`src/hdl/addr_map_pkg.sv`:
```
// Address map constants, region codes and carrier structs for the host
// address decoder. Assumes a 22-bit byte address space from the host port.
`default_nettype none
package addr_map_pkg;

  // ==========================================================
  // Widths
  localparam int ADDR_W = 22;
  localparam int COLOR_W = 6;

  // ==========================================================
  // Transaction prefixes
  localparam logic [1:0] PFX_READ  = 2'h0;
  localparam logic [1:0] PFX_CMD   = 2'h1;
  localparam logic [1:0] PFX_WRITE = 2'h2;
  localparam logic [1:0] PFX_UNDEF = 2'h3;

  // ==========================================================
  // Region bounds, inclusive
  localparam logic [21:0] GRAM_LO  = 22'h000000;
  localparam logic [21:0] GRAM_HI  = 22'h03ffff;
  localparam logic [21:0] IDROM_LO = 22'h0c0000;
  localparam logic [21:0] IDROM_HI = 22'h0c0003;
  localparam logic [21:0] FONT_LO  = 22'h0bb23c;
  localparam logic [21:0] FONT_HI  = 22'h0ffffb;
  localparam logic [21:0] FPTR_LO  = 22'h0ffffc;
  localparam logic [21:0] FPTR_HI  = 22'h0fffff;
  localparam logic [21:0] DL_LO    = 22'h100000;
  localparam logic [21:0] DL_HI    = 22'h101fff;
  localparam logic [21:0] PAL_LO   = 22'h102000;
  localparam logic [21:0] PAL_HI   = 22'h1023ff;
  localparam logic [21:0] REG_LO   = 22'h102400;
  localparam logic [21:0] REG_HI   = 22'h10257f;
  localparam logic [21:0] CMD_LO   = 22'h108000;
  localparam logic [21:0] CMD_HI   = 22'h108fff;
  localparam logic [21:0] SHOT_LO  = 22'h1c2000;
  localparam logic [21:0] SHOT_HI  = 22'h1c27ff;
  localparam logic [21:0] WAKE_ADDR = 22'h000000;

  // Identity bytes; values arbitrary
  localparam logic [15:0] CHIP_ID_VAL = 16'h5a01;
  localparam logic [15:0] VER_ID_VAL  = 16'h0002;
  // Font table location word; value arbitrary
  localparam logic [31:0] FONT_PTR_VAL = 32'h000bb23c;

  typedef enum logic [3:0] {
    RGN_NONE, RGN_GRAM, RGN_IDROM, RGN_FONT, RGN_FPTR, RGN_DL,
    RGN_PAL, RGN_REG, RGN_CMD, RGN_SHOT
  } region_e;

  typedef struct packed {
    logic              valid;
    logic [1:0]        prefix;
    logic [ADDR_W-1:0] addr;
  } host_req_s;

  typedef struct packed {
    logic              rd;
    logic              wr;
    logic              cmd;
    region_e           region;
    logic [ADDR_W-1:0] offset;
  } dec_out_s;

  typedef struct packed {
    logic               de;
    logic               vsync;
    logic               hsync;
    logic               panel_en;
    logic               pclk;
    logic [COLOR_W-1:0] r;
    logic [COLOR_W-1:0] g;
    logic [COLOR_W-1:0] b;
  } video_s;

endpackage
`default_nettype wire

```
`src/hdl/id_rom.sv`:
```
// Identity and font pointer byte lookup, combinational.
// Assumes byte offsets already reduced to the low two address bits.
`timescale 1ns/10ps
`default_nettype none
module id_rom
  import addr_map_pkg::*;
(
  input  wire logic [1:0] byte_sel,
  input  wire logic       sel_ptr,
  output logic      [7:0] rdata
);

  // ==========================================================
  // Byte select
  always_comb begin
    if (sel_ptr) begin
      rdata = FONT_PTR_VAL[8*byte_sel +: 8];
    end else begin
      case (byte_sel)
        2'h0:    rdata = CHIP_ID_VAL[7:0];
        2'h1:    rdata = CHIP_ID_VAL[15:8];
        2'h2:    rdata = VER_ID_VAL[7:0];
        default: rdata = VER_ID_VAL[15:8];
      endcase
    end
  end

endmodule
`default_nettype wire

```
`src/hdl/host_addr_decoder.sv`:
```
// Host transaction address decoder and power-down pin holding.
// Assumes requests arrive as one-cycle valid strobes already deserialised
// from the serial host port, synchronous to ref_clk.
`timescale 1ns/10ps
`default_nettype none
module host_addr_decoder
  import addr_map_pkg::*;
(
  input  wire logic       ref_clk,
  input  wire logic       srst,
  input  wire host_req_s  req,
  input  wire logic       power_down_n,
  input  wire logic       osc_in,
  input  wire video_s     video_in,
  input  wire logic [3:0] touch_out_in,
  input  wire logic [3:0] touch_drive_in,
  input  wire logic       backlight_in,
  output dec_out_s        dec_q,
  output logic            dec_valid_q,
  output logic [7:0]      rom_data_q,
  output logic            wake_q,
  output logic            osc_active_q,
  output video_s          video_q,
  output logic [3:0]      touch_o_q,
  output logic [3:0]      touch_oe_n_q,
  output logic            backlight_q
);

  // ==========================================================
  // Region decode
  region_e           rgn;
  logic [ADDR_W-1:0] base;
  logic              is_rd;
  logic              is_wr;
  logic              ro_rgn;
  logic [7:0]        rom_byte;

  function automatic logic in_rng(input logic [21:0] a,
                                  input logic [21:0] lo,
                                  input logic [21:0] hi);
    in_rng = (a >= lo) && (a <= hi);
  endfunction

  always_comb begin
    rgn  = RGN_NONE;
    base = GRAM_LO;
    // Identity window checked before font: it shadows font space
    if (in_rng(req.addr, IDROM_LO, IDROM_HI)) begin
      rgn  = RGN_IDROM;
      base = IDROM_LO;
    end else if (in_rng(req.addr, GRAM_LO, GRAM_HI)) begin
      rgn = RGN_GRAM;
    end else if (in_rng(req.addr, FONT_LO, FONT_HI)) begin
      rgn  = RGN_FONT;
      base = FONT_LO;
    end else if (in_rng(req.addr, FPTR_LO, FPTR_HI)) begin
      rgn  = RGN_FPTR;
      base = FPTR_LO;
    end else if (in_rng(req.addr, DL_LO, DL_HI)) begin
      rgn  = RGN_DL;
      base = DL_LO;
    end else if (in_rng(req.addr, PAL_LO, PAL_HI)) begin
      rgn  = RGN_PAL;
      base = PAL_LO;
    end else if (in_rng(req.addr, REG_LO, REG_HI)) begin
      rgn  = RGN_REG;
      base = REG_LO;
    end else if (in_rng(req.addr, CMD_LO, CMD_HI)) begin
      rgn  = RGN_CMD;
      base = CMD_LO;
    end else if (in_rng(req.addr, SHOT_LO, SHOT_HI)) begin
      rgn  = RGN_SHOT;
      base = SHOT_LO;
    end
  end

  assign is_rd  = req.valid && (req.prefix == PFX_READ);
  assign is_wr  = req.valid && (req.prefix == PFX_WRITE);
  // ROM areas are read-only; writes to them are dropped
  assign ro_rgn = (rgn == RGN_IDROM) || (rgn == RGN_FONT) ||
                  (rgn == RGN_FPTR);

  id_rom u_id_rom (
    .byte_sel (req.addr[1:0]),
    .sel_ptr  (rgn == RGN_FPTR),
    .rdata    (rom_byte)
  );

  // ==========================================================
  // Decode result registers
  dec_out_s   dec_d;
  logic       dec_valid_d;
  logic [7:0] rom_data_d;
  logic       wake_d;

  always_comb begin
    dec_d       = '0;
    dec_valid_d = 1'b0;
    rom_data_d  = rom_data_q;
    wake_d      = 1'b0;
    if (req.valid && (req.prefix == PFX_CMD)) begin
      dec_d.cmd    = 1'b1;
      dec_d.offset = req.addr;
      dec_valid_d  = 1'b1;
    end else if ((is_rd || is_wr) && (rgn != RGN_NONE) &&
                 !(is_wr && ro_rgn)) begin
      dec_d.rd     = is_rd;
      dec_d.wr     = is_wr;
      dec_d.region = rgn;
      dec_d.offset = req.addr - base;
      dec_valid_d  = 1'b1;
      if (is_rd && ((rgn == RGN_IDROM) || (rgn == RGN_FPTR))) begin
        rom_data_d = rom_byte;
      end
    end
    // Dummy read at zero doubles as the wake request
    wake_d = is_rd && (req.addr == WAKE_ADDR);
  end

  always_ff @(posedge ref_clk) begin
    if (srst) begin
      dec_q       <= '0;
      dec_valid_q <= 1'b0;
      rom_data_q  <= 8'h00;
      wake_q      <= 1'b0;
    end else begin
      dec_q       <= dec_d;
      dec_valid_q <= dec_valid_d;
      rom_data_q  <= rom_data_d;
      wake_q      <= wake_d;
    end
  end

  // ==========================================================
  // Pin states across power-down
  video_s     video_d;
  logic [3:0] touch_o_d;
  logic [3:0] touch_oe_n_d;
  logic       backlight_d;
  logic       osc_active_d;

  always_comb begin
    // Powered: osc pin is a live clock input; in power-down it is ignored
    osc_active_d = power_down_n;
    if (!power_down_n) begin
      video_d      = '0;
      // Hold last state so the panel does not flash on entry
      touch_o_d    = touch_o_q;
      touch_oe_n_d = touch_oe_n_q;
      backlight_d  = backlight_q;
    end else begin
      video_d      = video_in;
      touch_o_d    = touch_out_in;
      touch_oe_n_d = ~touch_drive_in;
      backlight_d  = backlight_in;
    end
  end

  always_ff @(posedge ref_clk) begin
    if (srst) begin
      video_q      <= '0;
      touch_o_q    <= 4'h0;
      touch_oe_n_q <= 4'hf;
      backlight_q  <= 1'b0;
      osc_active_q <= 1'b0;
    end else begin
      video_q      <= video_d;
      touch_o_q    <= touch_o_d;
      touch_oe_n_q <= touch_oe_n_d;
      backlight_q  <= backlight_d;
      osc_active_q <= osc_active_d;
    end
  end

  // ==========================================================
  // Checks
  AST_UNDEF_IGNORED: assert property (
    @(posedge ref_clk) disable iff (srst)
    req.valid && req.prefix == PFX_UNDEF |=> !dec_valid_q)
    else $error("undefined prefix was decoded");
  AST_RESERVED_IGNORED: assert property (
    @(posedge ref_clk) disable iff (srst)
    req.valid && req.prefix != PFX_CMD && rgn == RGN_NONE |=> !dec_valid_q)
    else $error("reserved address was decoded");
  AST_CMD_DECODE: assert property (
    @(posedge ref_clk) disable iff (srst)
    req.valid && req.prefix == PFX_CMD |=> dec_q.cmd && !dec_q.rd)
    else $error("command prefix not decoded");
  AST_RD_GRAM: assert property (
    @(posedge ref_clk) disable iff (srst)
    is_rd && req.addr <= GRAM_HI |=> dec_q.region == RGN_GRAM && dec_q.rd)
    else $error("graphics read misdecoded");
  AST_ID_SHADOW: assert property (
    @(posedge ref_clk) disable iff (srst)
    is_rd && req.addr == IDROM_LO |=> dec_q.region == RGN_IDROM &&
    rom_data_q == CHIP_ID_VAL[7:0])
    else $error("identity byte wrong");
  AST_SHOT_OFFSET: assert property (
    @(posedge ref_clk) disable iff (srst)
    is_rd && req.addr == SHOT_HI |=> dec_q.region == RGN_SHOT &&
    dec_q.offset == $past(req.addr) - SHOT_LO)
    else $error("screenshot offset wrong");
  AST_PD_LOW: assert property (
    @(posedge ref_clk) disable iff (srst)
    !power_down_n |=> video_q == '0)
    else $error("video not low in power-down");
  AST_PD_HOLD: assert property (
    @(posedge ref_clk) disable iff (srst)
    !power_down_n |=> $stable(backlight_q) && $stable(touch_oe_n_q))
    else $error("held pin changed in power-down");
  // Back-to-back reads at zero are legal, so each edge is judged alone
  AST_WAKE: assert property (
    @(posedge ref_clk) disable iff (srst)
    is_rd && req.addr == WAKE_ADDR |=> wake_q)
    else $error("wake pulse missing");
  AST_WAKE_ONLY: assert property (
    @(posedge ref_clk) disable iff (srst)
    !(is_rd && req.addr == WAKE_ADDR) |=> !wake_q)
    else $error("wake pulse without a read at zero");

endmodule
`default_nettype wire

```
`config.mk`:
```
export PLATFORM = sky130hd
export DESIGN_NAME = host_addr_decoder
export DESIGN_NICKNAME = d
export VERILOG_FILES = /design/src/hdl/addr_map_pkg.sv /design/src/hdl/id_rom.sv /design/src/hdl/host_addr_decoder.sv
export SDC_FILE = /design/constraint.sdc
export NUM_CORES = 1
export LEC_CHECK = 0
export BUFFER_PORTS_ARGS = -buffer_cell sky130_fd_sc_hd__buf_2
export CORE_ASPECT_RATIO = 0.5
export CORE_UTILIZATION = 47
export CTS_CLUSTER_SIZE = 30
export DETAILED_ROUTE_END_ITERATION = 10
export PLACE_DENSITY_LB_ADDON = 0.3
export SYNTH_ARGS = -nofsm -noshare
export SYNTH_HDL_FRONTEND = slang
export SYNTH_SLANG_ARGS = --single-unit
```
`constraint.sdc`:
```
create_clock -name ref_clk -period 9.9 [get_ports ref_clk]
set_clock_uncertainty 0.2 [all_clocks]
set_input_delay 1.485 -clock ref_clk [delete_from_list [all_inputs] [get_ports ref_clk]]
set_output_delay 1.485 -clock ref_clk [all_outputs]
set_load 0.02 [all_outputs]
```
==> flow_metrics.py, run 1 <==
metrics = {
    "status": {
        "status": "finished clean",
    },
    "yosys": {
        "yosysSeqAreaShare_pct": 42.4,
        "syn_area_um2": 3400,
        "synth_edf_count": 0,
        "syn_area_per_cell_um2": 9.19,
        "ys_seq_elements": 72,
        "synth.distinct_cells": 47,
        "yosys_warnings": 0,
        "syn_inst": 370,
        "synth_fp_nets": 455,
        "synthArstFlopShare_pct": 0,
        "synth_flop_cell": "dfxtp_1",
    },
    "layout": {
        "synthToLayoutAreaGrowth_pct": 32.2,
        "nFillCells": 593,
        "multi_input_area_um2": 1870,
        "final_common_cell": "buf_2",
        "drive_gt1_share_pct": 30.7,
        "area.sequential_um2": 1440,
        "layout_common_cells": "131 x buf_2, 72 x dfxtp_1, 31 x nor2_1, 28 x and2_1, 25 x a21oi_1",
        "diodes": 0,
        "nNetsFinal": 591,
    },
    "floorplanning": {
        "ioPinCount": 133,
        "die_area_um2": 7600,
        "num_rows": 21,
        "start_util_pct": 49.8,
        "fp.dieH_um": 62.2,
        "core_um2": 6830,
        "die_width_um": 122,
    },
    "clock_tree": {
        "cts_setup_buffers": 0,
        "cts.clk_slew.worst_paths_ns": 0.06,
        "cts_resized": 0,
        "clock_latency_ns": 0.33,
        "cts_tree": "yes",
        "cts.sinks": 72,
        "numCtsBuffers": 9,
        "cts_root_buf": "clkbuf_16",
        "clk_path_buf_depth": 2,
        "ctsHoldBuffers": 0,
        "htreeDepth": 3,
    },
    "detailed_routing": {
        "drc_errors": 0,
        "dr.max_layer_used": "met4",
        "wl_met3_um": 667,
        "wl_met2_mm": 4.09,
        "drt-met1-wl_mm": 3.78,
        "firstDrtPassIters": 4,
        "vias": 3174,
        "antenna_left": 0,
        "via_per_inst": 5.26,
        "drtIter0Drc": 123,
        "wire_per_inst_um": 14.3,
        "wirelength_mm": 8.61,
    },
    "sta": {
        "slew_headroom_pct": 18.1,
        "finalCritPeriodShare_pct": 56.2,
        "rsz0062_at_grt": "false",
        "hold_ws_ns": 0.248,
        "timing.fmax_mhz": 180,
        "period_minus_slack_ns": 5.56,
        "hold_violations": 0,
        "worst_pin_slew_ns": 1.23,
        "drv_slew": 0,
        "setup_violations": 0,
        "finalSetupTns_ns": 0,
    },
    "placement": {
        "dpl.hpwl_mm": 6.45,
        "gp_congestion": 0.848,
        "io_buffers": 131,
    },
    "power_and_ir_drop": {
        "power_density_nw_per_um2": 168,
        "vdd_drop_max_mv": 0.0846,
        "p_leak_nw": 2.16,
    },
    "worst_setup_path": {
        "criticalPathCategory": "in -> reg",
        "path_common_cell": "nor3_1",
        "startpoint_type": "input pin",
        "slowest_stage": "o311ai_1",
        "path_cells": "buf_2 -> nor3_1 -> a211oi_1 -> o311ai_1 -> nor3_1 -> inv_1 -> ha_1 -> nor2b_1 -> o31a_1 -> o41ai_1 -> o211ai_1 -> a31oi_1 -> o21bai_1 -> xor2_1 -> a22o_1",
        "slowest_delay_ns": 0.71,
        "end_kind": "flip-flop",
        "crit_required_ns": 9.91,
        "worstPathArrival_ns": 5.58,
        "crit_fanout": 8,
    },
    "global_route": {
        "grt_max_degree": 25,
        "antenna_found_initial": 0,
        "grt_usage_pct": 23.5,
        "grt_pass1_vias": 3069,
        "grt_pass1_wl_mm": 14.0,
        "grt_overflow": 0,
    },
    "run": {
        "drv_cap": 0,
    },
    "hold_path": {
        "worstHoldPathType": "reg -> reg",
    },
}
==> cell usage after synthesis, types with 2 or more instances <==
library cell,number,area (µm²)
dfxtp_1,72,1440
nor2_1,31,116
and2_1,28,175
a21oi_1,25,125
ha_1,23,288
nand2_1,21,78.8
a22o_1,18,158
inv_1,14,52.6
nor3_1,13,65.1
o21ai_0,13,65.1
o21a_1,11,82.6
xnor2_1,11,96.3
mux2i_1,10,100
clkbuf_1,8,30.0
a21o_1,6,45.0
a31oi_1,6,37.5
nand2b_1,6,37.5
or3_1,6,37.5
nand3_1,5,25.0
a211oi_1,4,30.0
nor2b_1,4,25.0
nand4_1,3,18.8
nor4_1,3,18.8
o211ai_1,3,22.5
xor2_1,3,26.3
o41ai_1,2,17.5
==> kinds of logic (layout without fill, tap and decap cells) <==
group                      after synthesis  in the layout  share of synthesized area [%]
adders and majority gates               24             24                           9.05
DFF                                     72             72                           42.4
buffers and inverters                   24            165                           2.87
xor gates and xnor gates                14             14                           3.60
muxes                                   10             10                           2.94
and+or+nand+nor                        129            129                           19.8
AOI/OAI and AO/OA                       97             97                           19.4
==> per-layer routing <==
| metal | global-route usage (%) | vias to the layer above |
|---|---|---|
| met5 | 0 | - |
| met4 | 7.01 | 0 |
| met3 | 8.27 | 9 |
| met1 | 27.7 | 1470 |
| li1 | - | 1597 |
| met2 | 39.8 | 98 |
==> layout make-up <==
type,count,area share (%)
Clock buffer,10,5.31
Clock inverter,6,2.00
Inverter,14,1.17
Multi-Input combinational cell,274,41.7
Sequential cell,72,32.0
Tap cell,92,2.56
Timing Repair Buffer,135,15.2
==> metrics by stage <==
step	util (%)	instances	area, µm²	power (mW)	setup slack [ns]
after floorplan	-	370	3400	0.372	4.73
after global placement	61.0	587	4170	0.406	4.10
after detailed placement	61.0	587	4170	0.408	4.04
after CTS	65.8	603	4500	0.762	4.36
after global routing	65.8	603	4500	0.790	4.04
final	65.8	603	4500	0.756	4.34
==> registers in the layout, summed over array words and instances, names as in the netlist <==
signal and flops:
backlight_q 1, dec_valid_q 1, touch_o_q 4, video_q 23, rom_data_q 8, touch_oe_n_q 4
wake_q 1, osc_active_q 1, dec_q 29
==> critical path: cells and delay by family <==
| family | cells | cell delay, ns |
|---|---|---|
| simple gates | 3 | 0.66 |
| xor+xnor | 1 | 0.17 |
| compound gates | 8 | 2.50 |
| buf+inv | 2 | 0.47 |
| fa+ha+maj | 1 | 0.29 |
==> power by group <==
group | total [mW] | switching, mW | internal (mW)
clock | 0.353 | 0.124 | 0.229
sequential | 0.301 | 0.00239 | 0.298
combinational | 0.102 | 0.0593 | 0.0429
==> worst paths after layout <==
check	from	end	slack, ns	cells after the start
min	rom_data_q[7]	rom_data_q[7]	0.25	2
min reg2reg	rom_data_q[7]	rom_data_q[7]	0.25	2
max	req[8]	dec_q[19]	4.34	15
max reg2reg	touch_oe_n_q[1]	touch_oe_n_q[1]	9.00	2
Note: power is estimated with default switching activity, not from simulation.
==> run 2, diff against run 1 <==
--- a/config.mk
+++ b/config.mk
@@ -5,9 +5,10 @@
 export SDC_FILE = /design/constraint.sdc
 export NUM_CORES = 1
 export LEC_CHECK = 0
+export ABC_AREA = 1
 export BUFFER_PORTS_ARGS = -buffer_cell sky130_fd_sc_hd__buf_2
 export CORE_ASPECT_RATIO = 0.5
-export CORE_UTILIZATION = 47
+export CORE_UTILIZATION = 46
 export CTS_CLUSTER_SIZE = 30
 export DETAILED_ROUTE_END_ITERATION = 10
 export PLACE_DENSITY_LB_ADDON = 0.3
==> constraint.sdc (replaced) <==
create_clock -name ref_clk -period 4.73 [get_ports ref_clk]
set_clock_uncertainty 0.2 [all_clocks]
set_input_delay 0.7095 -clock ref_clk [delete_from_list [all_inputs] [get_ports ref_clk]]
set_output_delay 0.7095 -clock ref_clk [all_outputs]
set_load 0.02 [all_outputs]
==> flow_metrics.py, run 2 <==
metrics = {
    "worst_setup_path": {
        "criticalPathCategory": "in -> reg",
        "startpoint_type": "input pin",
        "crit_required_ns": 4.77,
        "end_kind": "flip-flop",
        "crit_fanout": 8,
        "r2r_start": "touch_oe_n_q[3]",
        "path_cells": "buf_2 -> nor2_2 -> nand2_1 -> nor2_1 -> nand3_1 -> nand3_1 -> nand2_1 -> a21oi_1 -> inv_1 -> ha_1 -> a21oi_1 -> nand2_1 -> nand3_1 -> nand3_1 -> nand2_1 -> nand2_1 -> nand2_1 -> nand2_1 -> xnor2_1 -> o21ai_0",
        "path_common_cell": "nand2_1",
        "cp.buffers_inverters": 2,
        "slowest_delay_ns": 0.53,
        "r2r_setup_slack_ns": 3.89,
        "worstPathArrival_ns": 4.13,
        "startpoint": "req[21]",
        "cpLargestDelayFamily": "simple AND/OR/NAND/NOR gates",
        "slowest_stage": "a21oi_1",
    },
    "layout": {
        "nFillCells": 788,
        "diodes": 0,
        "drive_gt1_share_pct": 23.2,
        "synthToLayoutAreaGrowth_pct": 28.1,
        "final_common_cell": "buf_2",
        "layout.cells.non_filler": 818,
        "largest_reg_flops": 29,
        "area.sequential_um2": 1440,
        "layout_common_cells": "131 x buf_2, 118 x nand2_1, 92 x nor2_1, 73 x inv_1, 72 x dfxtp_1",
        "nNetsFinal": 787,
        "top_register": "dec_q",
        "reg_top3": "dec_q (29), video_q (23), rom_data_q (8)",
        "multi_input_area_um2": 2140,
        "fin_util_pct": 61.7,
    },
    "floorplanning": {
        "num_rows": 23,
        "die_width_um": 133,
        "die_area_um2": 8920,
        "fp.dieH_um": 67.3,
        "start_util_pct": 48.1,
        "core_um2": 8140,
        "ioPinCount": 133,
    },
    "clock_tree": {
        "htreeDepth": 3,
        "cts_tree": "yes",
        "cts_setup_buffers": 0,
        "ctsHoldBuffers": 0,
        "cts.clk_slew.worst_paths_ns": 0.06,
        "cts.sinks": 72,
        "cts_root_buf": "clkbuf_16",
        "clock_latency_ns": 0.33,
        "numCtsBuffers": 9,
        "cts_resized": 0,
        "clk_path_buf_depth": 2,
    },
    "detailed_routing": {
        "drc_errors": 0,
        "wire_per_inst_um": 12.6,
        "wirelength_mm": 10.3,
        "firstDrtPassIters": 5,
        "drtIter0Drc": 182,
        "vias": 3984,
        "via_per_inst": 4.87,
        "antenna_left": 0,
    },
    "yosys": {
        "yosysSeqAreaShare_pct": 36.8,
        "ys_seq_elements": 72,
        "yosys_warnings": 0,
        "synth.distinct_cells": 35,
        "syn_area_um2": 3920,
        "ys_top_cells_by_count": "118 x nand2_1, 92 x nor2_1, 73 x inv_1",
        "synth_fp_nets": 653,
        "syn_inst": 567,
        "syn_area_per_cell_um2": 6.92,
        "synth_edf_count": 0,
        "synth_flop_cell": "dfxtp_1",
        "synth_largest_area_cell": "dfxtp_1",
        "synth_top_area_share_pct": 36.8,
        "yosys-top-cells-area": "dfxtp_1 37%, nand2_1 11%, nor2_1 8.8%, ha_1 7.7%, inv_1 7.0%",
        "synthArstFlopShare_pct": 0,
        "yosysMostFrequentCell": "nand2_1",
    },
    "sta": {
        "worst_pin_slew_ns": 0.655,
        "timing.fmax_mhz": 245,
        "period_minus_slack_ns": 4.09,
        "hold_ws_ns": 0.261,
        "drv_slew": 0,
        "rsz0062_at_grt": "false",
        "finalCritPeriodShare_pct": 86.4,
        "hold_violations": 0,
        "finalSetupTns_ns": 0,
        "slew_headroom_pct": 56.3,
        "setup_violations": 0,
    },
    "placement": {
        "dp.cells": 802,
        "gp_congestion": 0.910,
        "dpl.hpwl_mm": 8.06,
        "io_buffers": 131,
    },
    "global_route": {
        "met3_usage_pct": 6.76,
        "antenna_found_initial": 0,
        "grt_pass1_vias": 3540,
        "gr-usage-met2_pct": 43.2,
        "busiest_layer": "met2",
        "grt.met1_usage_pct": 28.0,
        "grt_overflow": 0,
        "grt_usage_pct": 23.8,
        "grt_max_degree": 30,
        "grt_pass1_wl_mm": 16.4,
    },
    "power_and_ir_drop": {
        "vdd_drop_max_mv": 0.187,
        "power_density_nw_per_um2": 340,
        "power_mw": 1.71,
        "p_leak_nw": 2.65,
    },
    "hold_path": {
        "min-delay-start": "rom_data_q[3]",
        "worstHoldPathType": "reg -> reg",
    },
    "run": {
        "drv_cap": 0,
    },
    "status": {
        "status": "finished clean",
    },
}
-- run 2: cell count changes after synthesis, sizes merged, moves of 21 or more --
cell   before  now
nand3       6   27
o21ai      13   43
nor2       31   97
nand2      21  121
and2       28    0
inv        14   76
-- run 2: through the flow --
stage / setup WS (ns) / cell area, µm²
6_report: 0.643 / 5020
5_1_grt: 0.348 / 5020
4_1_cts: 0.761 / 5020
3_5_place_dp: 0.437 / 4680
3_3_place_gp: 0.447 / 4680
2_1_floorplan: 1.37 / 3920
-- run 2: layout make-up --
cell class / instances / area share (%)
flip-flops and latches: 72 / 28.7
inverters: 76 / 5.68
well taps: 112 / 2.79
clock inverters: 6 / 2.32
clock buffers: 10 / 4.56
repair buffers: 133 / 13.4
multi-input cells: 409 / 42.6
-- run 2: worst paths after layout --
check | to | cells past startpoint
worst max-delay path | dec_q[18] | 20
worst min-delay path | rom_data_q[3] | 2
worst max register to register | touch_oe_n_q[3] | 2
worst min register to register | rom_data_q[3] | 2
-- run 2: worst reg2reg max path, delay by kind of cell (launching register included) --
kind	cells	cell delay (ns)
AO/OA/AOI/OAI	2	0.20
flip-flops	1	0.31
-- run 2: cells by family (layout without fill, tap and decap cells) --
family | count (synthesis) | count (layout) | share of synthesized area (%)
flip-flops | 72 | 72 | 36.8
AND/OR/NAND/NOR | 268 | 268 | 29.0
XOR/XNOR | 17 | 17 | 3.80
buffers and inverters | 86 | 225 | 8.68
adder cells (fa/ha/maj) | 25 | 25 | 8.17
AO/OA/AOI/OAI | 99 | 99 | 13.6
-- run 2: report_power, final --
group	leakage, nW	internal (mW)	total (mW)	switching, mW
registers	0.589	0.630	0.636	0.00600
logic	1.89	0.105	0.293	0.187
clock network	0.167	0.519	0.781	0.262
-- run 2: per-layer routing --
metal	up-vias	part of all wire (%)
li1	2104	-
met1	1737	47
met2	128	45
met3	15	6.1
met4	0	1.1
met5	-	0
